===== src/rtl/stm_params.svh =====
// Register map, field positions, reset values and period shift of the timer
`ifndef STM_PARAMS_SVH
`define STM_PARAMS_SVH
// ----------------------------------------
// Register byte addresses
// ----------------------------------------
`define STM_ADDR_CTL_A 12'h000
`define STM_ADDR_CTL_B 12'h004
`define STM_ADDR_CNT_LO 12'h008
`define STM_ADDR_CNT_HI 12'h00c
`define STM_ADDR_CMP_LO 12'h010
`define STM_ADDR_CMP_HI 12'h014
`define STM_ADDR_FLAGS 12'h018
// ----------------------------------------
// Field positions, control A
// ----------------------------------------
`define STM_A_PAUSE 7
`define STM_A_CLK_HI 6
`define STM_A_CLK_LO 4
`define STM_A_ON 3
`define STM_A_PER_HI 2
`define STM_A_PER_LO 0
// ----------------------------------------
// Field positions, control B
// ----------------------------------------
`define STM_B_MODE_HI 7
`define STM_B_MODE_LO 6
`define STM_B_FUNC_HI 5
`define STM_B_FUNC_LO 4
`define STM_B_INIT 3
`define STM_B_POL 2
`define STM_B_SWAP 1
`define STM_B_CSEL 0
// ----------------------------------------
// Flag bits and reset values
// ----------------------------------------
`define STM_F_MATCH_A 0
`define STM_F_MATCH_P 1
`define STM_CTL_RST 8'h00
`define STM_CNT_RST 10'h000
`define STM_PER_SHIFT 7
`endif


===== src/rtl/stm_pkg.sv =====
// Types shared by the standard timer
package stm_pkg;
   // Operating modes in the order of their field codes
   typedef enum logic [1:0] {
      STM_MODE_CMP,
      STM_MODE_CAP,
      STM_MODE_PWM,
      STM_MODE_TMR
   } stm_mode_e;
   // Clock source codes
   typedef logic [2:0] stm_clk_t;
endpackage


===== src/rtl/stm_timer.sv =====
// Standard 10-bit timer with APB register slave
//
// Our own choices: the register offsets and the APB slave port.
`timescale 1ns/100ps
`include "stm_params.svh"
module stm_timer
   import stm_pkg::*;
(
   input wire logic pclk, // System clock
   input wire logic presetn, // Async reset, active low
   input wire logic clk_en, // Freezes all state when low
   input wire logic psel, // APB select
   input wire logic penable, // APB enable
   input wire logic pwrite, // APB direction
   input wire logic [11:0] paddr, // APB byte address
   input wire logic [31:0] pwdata, // APB write data
   output logic [31:0] prdata, // APB read data
   output logic pready, // APB ready
   output logic pslverr, // APB error on unmapped address
   input wire logic timebase_clock, // Time-base tick, one pclk pulse
   input wire logic ext_clock_pin, // External count pin
   input wire logic capture_pin, // Capture input pin
   output logic timer_out_pin, // Compare/PWM output level
   output logic timer_out_oe // High while the timer drives the pin
);

   // ----------------------------------------
   // Declarations
   // ----------------------------------------
   logic [7:0] ctl_a_q; // Control register A
   logic [7:0] ctl_b_q; // Control register B
   logic [9:0] cnt_q; // Main counter
   logic [9:0] cmp_a_q; // Compare A value
   logic [7:0] cnt_buf_q; // Counter low-byte buffer
   logic [7:0] cmp_buf_q; // Compare low-byte buffer
   logic [1:0] flags_q; // Sticky match flags
   logic on_dly_q; // Delayed on bit for edge detect
   logic [5:0] pre_q; // Prescaler
   logic [2:0] ext_sync_q; // External clock sync and history
   logic [2:0] cap_sync_q; // Capture pin sync and history
   logic out_lvl_q; // Compare-mode output level
   logic pulse_q; // Single pulse still active
   logic [31:0] prdata_q; // Read data register
   logic pready_q; // Ready register
   logic pslverr_q; // Error register
   logic pin_q; // Output pin register
   logic oe_q; // Output enable register

   // ----------------------------------------
   // Field decode
   // ----------------------------------------
   wire pause_ctl = ctl_a_q[`STM_A_PAUSE]; // Pause control
   wire stm_clk_t clk_select = ctl_a_q[`STM_A_CLK_HI:`STM_A_CLK_LO]; // Clock source
   wire timer_on_ctl = ctl_a_q[`STM_A_ON]; // On/off control
   wire [2:0] period_setting = ctl_a_q[`STM_A_PER_HI:`STM_A_PER_LO]; // P value
   wire stm_mode_e op_mode_field = stm_mode_e'(ctl_b_q[`STM_B_MODE_HI:`STM_B_MODE_LO]);
   wire [1:0] out_func_field = ctl_b_q[`STM_B_FUNC_HI:`STM_B_FUNC_LO]; // Output function
   wire out_init_level = ctl_b_q[`STM_B_INIT]; // Initial or active level
   wire out_polarity = ctl_b_q[`STM_B_POL]; // Pin inversion
   wire period_duty_swap = ctl_b_q[`STM_B_SWAP]; // Period/duty roles
   wire clear_select = ctl_b_q[`STM_B_CSEL]; // Counter clear source

   // Mode shortcuts
   wire mode_cmp = (op_mode_field == STM_MODE_CMP);
   wire mode_cap = (op_mode_field == STM_MODE_CAP);
   wire mode_pwm = (op_mode_field == STM_MODE_PWM);
   wire mode_tmr = (op_mode_field == STM_MODE_TMR);

   // ----------------------------------------
   // Functions
   // ----------------------------------------
   // True when a count value reaches the period setting times 128
   function automatic logic p_hit(input logic [9:0] v, input logic [2:0] p);
      p_hit = (v[9:7] == p) && (v[6:0] == 7'h00);
   endfunction

   // True when the count lies below the period setting times 128, or when the period setting is zero
   function automatic logic p_below(input logic [9:0] v, input logic [2:0] p);
      p_below = (p == 3'h0) || (v < {p, 7'h00});
   endfunction

   // ----------------------------------------
   // Tick generation
   // ----------------------------------------
   // Pin edges come from the second and third stages, never the first
   wire ext_rise = ext_sync_q[1] & ~ext_sync_q[2];
   wire ext_fall = ~ext_sync_q[1] & ext_sync_q[2];
   wire cap_rise = cap_sync_q[1] & ~cap_sync_q[2];
   wire cap_fall = ~cap_sync_q[1] & cap_sync_q[2];

   logic tick_src; // Selected tick
   always_comb begin
      unique case (clk_select)
         3'h0: tick_src = (pre_q[1:0] == 2'h3);
         3'h1: tick_src = 1'b1;
         3'h2: tick_src = (pre_q[3:0] == 4'hf);
         3'h3: tick_src = (pre_q == 6'h3f);
         3'h4: tick_src = timebase_clock;
         3'h5: tick_src = (pre_q[2:0] == 3'h7);
         3'h6: tick_src = ext_rise;
         3'h7: tick_src = ext_fall;
      endcase
   end

   // Counting only while switched on and not paused
   wire on_rise = timer_on_ctl & ~on_dly_q;
   wire tick = tick_src & timer_on_ctl & ~pause_ctl & ~on_rise;

   // ----------------------------------------
   // Comparators
   // ----------------------------------------
   wire [9:0] cnt_nxt = cnt_q + 10'h001; // Next count
   wire hit_a = tick & (cnt_nxt == cmp_a_q);
   wire hit_p = tick & p_hit(cnt_nxt, period_setting);

   // Clear source per mode; PWM period follows the swap bit
   wire clr_cm = clear_select ? hit_a : hit_p;
   wire clr_pwm = period_duty_swap ? hit_a : hit_p;
   wire clr_any = mode_pwm ? clr_pwm : (mode_cap ? hit_p : clr_cm);

   // P flag is never raised when A clears the counter in compare modes
   wire flag_p_set = hit_p & ~((mode_cmp | mode_tmr) & clear_select);
   wire flag_a_cm = hit_a & ~mode_cap; // A flag from comparator

   // Capture edge selection
   logic cap_evt; // Capture event
   always_comb begin
      unique case (out_func_field)
         2'h0: cap_evt = cap_rise;
         2'h1: cap_evt = cap_fall;
         2'h2: cap_evt = cap_rise | cap_fall;
         2'h3: cap_evt = 1'b0;
      endcase
   end
   wire cap_take = mode_cap & timer_on_ctl & cap_evt; // Capture strobe
   wire flag_a_set = flag_a_cm | cap_take; // A flag sources

   // ----------------------------------------
   // APB decode
   // ----------------------------------------
   wire setup = psel & ~penable; // Setup cycle
   wire access = psel & penable & pready_q; // Completing access
   wire wr = access & pwrite; // Write takes effect
   wire rd = access & ~pwrite; // Read completes
   wire sel_ca = (paddr == `STM_ADDR_CTL_A);
   wire sel_cb = (paddr == `STM_ADDR_CTL_B);
   wire sel_dl = (paddr == `STM_ADDR_CNT_LO);
   wire sel_dh = (paddr == `STM_ADDR_CNT_HI);
   wire sel_al = (paddr == `STM_ADDR_CMP_LO);
   wire sel_ah = (paddr == `STM_ADDR_CMP_HI);
   wire sel_fl = (paddr == `STM_ADDR_FLAGS);
   wire mapped = sel_ca | sel_cb | sel_dl | sel_dh | sel_al | sel_ah | sel_fl;

   // Read mux; low bytes come from the buffers, high reads show live bits
   wire [7:0] rd_byte = sel_ca ? ctl_a_q :
                        sel_cb ? ctl_b_q :
                        sel_dl ? cnt_buf_q :
                        sel_dh ? {6'h00, cnt_q[9:8]} :
                        sel_al ? cmp_buf_q :
                        sel_ah ? {6'h00, cmp_a_q[9:8]} :
                        sel_fl ? {6'h00, flags_q} : 8'h00;

   // ----------------------------------------
   // Output function
   // ----------------------------------------
   // PWM duty: the non-period comparator sets the active span
   wire duty_on = period_duty_swap ? p_below(cnt_q, period_setting)
                                   : (cnt_q < cmp_a_q);
   logic pwm_lvl; // Active-high PWM/pulse request
   always_comb begin
      unique case (out_func_field)
         2'h0: pwm_lvl = 1'b0;
         2'h1: pwm_lvl = 1'b1;
         2'h2: pwm_lvl = duty_on;
         2'h3: pwm_lvl = pulse_q;
      endcase
   end
   // Active level chosen by the init bit
   wire pwm_pin = pwm_lvl ? out_init_level : ~out_init_level;
   wire raw_pin = mode_pwm ? pwm_pin : out_lvl_q; // Level before inversion
   wire pin_d = (raw_pin ^ out_polarity) & ~mode_tmr;
   // Pin released in timer and capture modes or while off
   wire oe_d = timer_on_ctl & (mode_cmp | mode_pwm);

   // Compare-mode level after a comparator A match
   logic lvl_d; // Next compare-mode level
   always_comb begin
      lvl_d = out_lvl_q;
      if (on_rise) begin
         lvl_d = out_init_level;
      end else if (mode_cmp && hit_a) begin
         unique case (out_func_field)
            2'h0: lvl_d = out_lvl_q;
            2'h1: lvl_d = 1'b0;
            2'h2: lvl_d = 1'b1;
            2'h3: lvl_d = ~out_lvl_q;
         endcase
      end
   end

   // ----------------------------------------
   // Control registers
   // ----------------------------------------
   // Software writes steer the whole block
   always_ff @(posedge pclk or negedge presetn) begin
      if (!presetn) begin
         ctl_a_q <= `STM_CTL_RST;
         ctl_b_q <= `STM_CTL_RST;
      end else if (clk_en) begin
         if (wr && sel_ca) begin
            ctl_a_q <= pwdata[7:0];
         end
         if (wr && sel_cb) begin
            ctl_b_q <= pwdata[7:0];
         end
      end
   end

   // ----------------------------------------
   // Counter
   // ----------------------------------------
   // No software load path; the on-bit rise or the mode's clear match zeroes it
   always_ff @(posedge pclk or negedge presetn) begin
      if (!presetn) begin
         cnt_q <= `STM_CNT_RST;
         on_dly_q <= 1'b0;
      end else if (clk_en) begin
         on_dly_q <= timer_on_ctl;
         if (on_rise) begin
            cnt_q <= `STM_CNT_RST;
         end else if (clr_any) begin
            cnt_q <= `STM_CNT_RST;
         end else if (tick) begin
            cnt_q <= cnt_nxt;
         end
      end
   end

   // ----------------------------------------
   // Compare value and byte buffers
   // ----------------------------------------
   // Low byte is staged; a high-byte write commits both halves at once
   always_ff @(posedge pclk or negedge presetn) begin
      if (!presetn) begin
         cmp_a_q <= `STM_CNT_RST;
         cmp_buf_q <= 8'h00;
         cnt_buf_q <= 8'h00;
      end else if (clk_en) begin
         if (wr && sel_al) begin
            cmp_buf_q <= pwdata[7:0];
         end else if (rd && sel_ah) begin
            cmp_buf_q <= cmp_a_q[7:0];
         end
         if (cap_take) begin
            cmp_a_q <= cnt_q;
         end else if (wr && sel_ah) begin
            cmp_a_q <= {pwdata[1:0], cmp_buf_q};
         end
         if (rd && sel_dh) begin
            cnt_buf_q <= cnt_q[7:0];
         end
      end
   end

   // ----------------------------------------
   // Match flags
   // ----------------------------------------
   // Write one to clear; a match in the same cycle wins over the clear
   wire [1:0] flag_set = {flag_p_set, flag_a_set};
   wire [1:0] flag_clr = (wr && sel_fl) ? pwdata[1:0] : 2'h0;
   always_ff @(posedge pclk or negedge presetn) begin
      if (!presetn) begin
         flags_q <= 2'h0;
      end else if (clk_en) begin
         flags_q <= (flags_q & ~flag_clr) | flag_set;
      end
   end

   // ----------------------------------------
   // Prescaler and synchronisers
   // ----------------------------------------
   // Prescaler runs free so divided ticks keep phase across restarts
   always_ff @(posedge pclk or negedge presetn) begin
      if (!presetn) begin
         pre_q <= 6'h00;
         ext_sync_q <= 3'h0;
         cap_sync_q <= 3'h0;
      end else if (clk_en) begin
         pre_q <= pre_q + 6'h01;
         ext_sync_q <= {ext_sync_q[1:0], ext_clock_pin};
         cap_sync_q <= {cap_sync_q[1:0], capture_pin};
      end
   end

   // ----------------------------------------
   // Output stage
   // ----------------------------------------
   // Pulse starts at switch-on and ends at the duty comparator match
   wire pulse_end = period_duty_swap ? hit_p : hit_a;
   always_ff @(posedge pclk or negedge presetn) begin
      if (!presetn) begin
         out_lvl_q <= 1'b0;
         pulse_q <= 1'b0;
         pin_q <= 1'b0;
         oe_q <= 1'b0;
      end else if (clk_en) begin
         out_lvl_q <= lvl_d;
         if (on_rise) begin
            pulse_q <= 1'b1;
         end else if (pulse_end || !timer_on_ctl) begin
            pulse_q <= 1'b0;
         end
         pin_q <= pin_d;
         oe_q <= oe_d;
      end
   end

   // ----------------------------------------
   // APB response
   // ----------------------------------------
   // Ready rises for the access phase only, so every transfer is one wait-free access
   always_ff @(posedge pclk or negedge presetn) begin
      if (!presetn) begin
         prdata_q <= 32'h0000_0000;
         pready_q <= 1'b0;
         pslverr_q <= 1'b0;
      end else if (clk_en) begin
         pready_q <= setup;
         pslverr_q <= setup & ~mapped;
         if (setup && !pwrite) begin
            prdata_q <= {24'h00_0000, rd_byte};
         end
      end
   end

   assign prdata = prdata_q;
   assign pready = pready_q;
   assign pslverr = pslverr_q;
   assign timer_out_pin = pin_q;
   assign timer_out_oe = oe_q;

endmodule // stm_timer


===== config.mk =====
export PLATFORM = sky130hd
export DESIGN_NAME = stm_timer
export DESIGN_NICKNAME = d
export VERILOG_FILES = /design/src/rtl/stm_pkg.sv /design/src/rtl/stm_timer.sv
export VERILOG_INCLUDE_DIRS = /design/src /design/src/rtl
export SDC_FILE = /design/constraint.sdc
export NUM_CORES = 1
export LEC_CHECK = 0
export ABC_AREA = 1
export BUFFER_PORTS_ARGS = -buffer_cell sky130_fd_sc_hd__buf_4
export CELL_PAD_IN_SITES_DETAIL_PLACEMENT = 0
export CELL_PAD_IN_SITES_GLOBAL_PLACEMENT = 1
export CORE_MARGIN = 2
export CORE_UTILIZATION = 41
export CTS_CLUSTER_DIAMETER = 80
export DETAILED_ROUTE_END_ITERATION = 12
export PLACE_DENSITY_LB_ADDON = 0.1
export SETUP_SLACK_MARGIN = 0.02
export SYNTH_ARGS = -nofsm -noshare
export SYNTH_HDL_FRONTEND = slang
export SYNTH_SLANG_ARGS = --single-unit

===== constraint.sdc =====
create_clock -name pclk -period 2.6 [get_ports pclk]
set_clock_uncertainty 0.05 [all_clocks]
set_input_delay 0.39 -clock pclk [delete_from_list [all_inputs] [get_ports pclk]]
set_output_delay 0.39 -clock pclk [all_outputs]
set_load 0.005 [all_outputs]

==> key figures <==
Run status
  • Status: complete, no violations

Layout
  • Final nets: 813
  • Most common cell after layout, fill and taps aside: nand2_1
  • Fin util: 0.490
  • Fillers: 1246
  • Layout cells sized above 1: 0.148
  • Antenna Cells: 0
  • Layout area overhead: 15.9%
  • Commonest non-fill, non-tap cells in the layout: nand2_1 (191), dfrtp_1 (80), inv_1 (76), o21ai_0 (63), nand3_1 (58)

Timing
  • Finish-stage setup viols: 0
  • Fin. max-slew vios: 0
  • Final hold vios: 0
  • Worst Tran Pin Value: 0.575 ns
  • Period Utilization, post-route: 0.867
  • Setup TNS: 0 ns
  • Period minus WS final: 2.25 ns
  • RSZ-0062 raised after global routing: false
  • Worst slew margin: 0.615
  • Max Freq: 444 MHz

Setup path
  • Arrival time worst endpoint: 2.44 ns
  • Required time of the critical path: 2.78 ns
  • Crit path launch: cnt_q[1]$_DFFE_PN0P_
  • Crit path top cell by count: nand2_1
  • Crit start category: flip-flop
  • Crit-path max cell delay: 0.43 ns
  • Worst R2R Start: cnt_q[1]$_DFFE_PN0P_
  • Worst flop-to-flop path endpoint: cnt_q[3]$_DFFE_PN0P_
  • Max FO, Critical Path: 10
  • Internal reg-to-reg setup slack: 0.35 ns
  • Crit path cell chain: ha_1, nand2_2, nor2_2, nand3_1, nand2_1, nand2_1, nand2_1, nand4_1, nor2_2, nand3_2, nand3_4, o21ai_2
  • Critical Path Slowest Stage Cell: dfrtp_2
  • Cell depth of the worst flop-to-flop path: 12
  • CP Capture Type: flip-flop
  • Critical path start-end classification: flip-flop to flip-flop

Clock tree
  • Postcts setup bufs: 0
  • Root Driver: clkbuf_16
  • CTS buffer count: 9
  • Clock transition at path regs: 0.06 ns
  • Insertion delay to the later sink of the worst-skew pair: 0.35 ns
  • CTS Buffer Depth: 2
  • CTS tree: done
  • H-Tree Level Count: 3
  • Clock sink count: 81

Global route
  • Vias in the first global route: 4352
  • Initial antenna violation count: 0
  • Remaining global-route overflow: 0
  • Pin count of the biggest net entering global routing: 38
  • GRT Util Overall: 0.230
  • First-pass GRT wire length: 23.2 mm

Die
  • Die area: 13300 um^2
  • Die span in y: 116 um
  • Core Rows: 40
  • Die W: 116 um
  • IO Pins: 89
  • Core area: 12100 um^2
  • Initial Util: 0.423

Route
  • ANT nets after route: 0
  • Number of DRC markers in iteration 0: 334
  • Avg WL per Cell: 16.2 um
  • DRC Markers: 0
  • Via/cell ratio: 5.04
  • DRT Pass-1 Iters: 5
  • Final WL: 14.8 mm
  • Vias: 4586

Place
  • Detail Placement HPWL: 11.7 mm
  • GP Congestion: 0.937
  • IO Port Bufs: 40

Worst hold path
  • Hold path start: ext_clock_pin
  • Hold Crit Endpoint: ext_sync_q[0]$_DFFE_PN0P_
  • HP Class: input port to flip-flop
  • Hold path depth: 3

Yosys
  • Post-Syn Instances: 681
  • Mapped cell area: 5100 um^2
  • Syn_area_per_cell: 7.49 um^2
  • Seq/Total Area, Yosys: 0.398
  • Flops & latches, synth: 81
  • Share of the synthesized area in the top cell type: 0.398
  • Synth warnings: 0
  • Synth area leader: dfrtp_1
  • Synth unique cells: 43
  • Top post-synthesis cells by area: dfrtp_1 (40%), nand2_1 (14%), o21ai_0 (6.2%), nand3_1 (5.7%), inv_1 (5.6%)
  • Ys async rst share: 1.00
  • Dominant synthesized flop cell: dfrtp_1
  • EDFF count, synth: 0

Power
  • Max IR drop VDD: 0.290 mV
  • Leak pwr: 2.84 nW
  • Pwr Density: 506 nW/um^2

Flow run
  • Max-cap viol count: 0
## final cells by class
type / instances / area [um^2] / area share
timing repair buffer: 58 / 438 / 0.0741
multi-input combinational: 507 / 2620 / 0.443
clock buffer: 10 / 229 / 0.0388
sequential: 81 / 2030 / 0.343
tap: 168 / 210 / 0.0356
inverter: 81 / 304 / 0.0515
clock inverter: 5 / 81.3 / 0.0138
## critical path: cells and delay by family (launching register included)
family / cells / cell delay [ns]
simple gates: 10 / 1.35
fa+ha+maj: 1 / 0.23
flops: 1 / 0.43
compound gates: 1 / 0.07
## synthesized netlist by cell type, types with 6 or more instances
cell	n
nand3_1	58
o21ai_2	11
o211ai_1	9
buf_4	25
a21oi_1	11
a31oi_1	11
nor3_1	10
o21ai_0	63
nand2_1	191
clkbuf_1	6
nor2_1	47
inv_1	76
ha_1	22
nand2_2	6
nand4_1	6
dfrtp_1	81
## how the worst max path moves through the flow
| stage | endpoint | cells after the start |
|---|---|---|
| after floorplan | cnt_q[0]$_DFFE_PN0P_ | 12 |
| after global placement | pulse_q$_DFFE_PN0P_ | 16 |
| after detailed placement | cnt_q[3]$_DFFE_PN0P_ | 12 |
| after CTS | pulse_q$_DFFE_PN0P_ | 16 |
| after global routing | pulse_q$_DFFE_PN0P_ | 16 |
| final | cnt_q[3]$_DFFE_PN0P_ | 12 |
## per-layer routing
| layer | vias to the layer above | GRT usage | part of all wire | routed length (um) |
|---|---|---|---|---|
| li1 | 2293 | - | - | - |
| met1 | 2151 | 0.322 | 0.48 | 7110 |
| met2 | 118 | 0.361 | 0.45 | 6630 |
| met3 | 24 | 0.0309 | 0.043 | 638 |
| met4 | 0 | 0.0924 | 0.026 | 378 |
| met5 | - | 0 | 0 | 0 |
## power by group
| part | leakage, nW | switching, mW | internal, mW | total [mW] |
|---|---|---|---|---|
| Combinational | 1.63 | 0.150 | 0.105 | 0.254 |
| Clock | 0.149 | 0.533 | 0.836 | 1.37 |
| Sequential | 1.06 | 0.0455 | 1.32 | 1.37 |
## stage by stage
| stage | worst slack [ns] | hold slack, ns | cell area (um^2) | total power, mW | std cells |
|---|---|---|---|---|---|
| 6_report | 0.346 | 0.207 | 5910 | 2.99 | 910 |
| 3_5_place_dp | 0.305 | 0.345 | 5590 | 1.65 | 894 |
| 5_1_grt | 0.0438 | 0.212 | 5910 | 3.11 | 910 |
| 3_3_place_gp | 0.326 | 0.347 | 5590 | 1.63 | 894 |
| 4_1_cts | 0.302 | 0.202 | 5910 | 3.02 | 910 |
| 2_1_floorplan | 0.696 | 0.0444 | 5180 | 1.55 | 704 |
## cells by family (layout without fill, tap and decap cells)
group           after synthesis  in the layout  synth area share
simple gates                338            338             0.291
compound gates              116            116             0.137
buf+inv                     116            154             0.106
flops                        81             81             0.398
fa+ha+maj                    22             22            0.0540
xor+xnor                      7              7            0.0135
other cells                   1             24          0.000735
## sequential cells by signal (all words and copies together) (netlist names)
register,flops
cmp_buf_q,8
ctl_b_q,8
flags_q,2
cmp_a_q,10
pulse_q,1
timer_out_pin,1
pslverr,1
cnt_q,10
timer_out_oe,1
ext_sync_q,3
cnt_buf_q,8
ctl_a_q,8
pready,1
cap_sync_q,3
pre_q,6
out_lvl_q,1
on_dly_q,1
prdata,8
## timing repair
item / CTS / global route
hold buffers: 1 / 0
resized for setup: 0 / 1
endpoints found under the hold margin: 35 / 0
setup endpoints to repair: 0 / 1
Note: power is estimated with default switching activity, not from simulation.
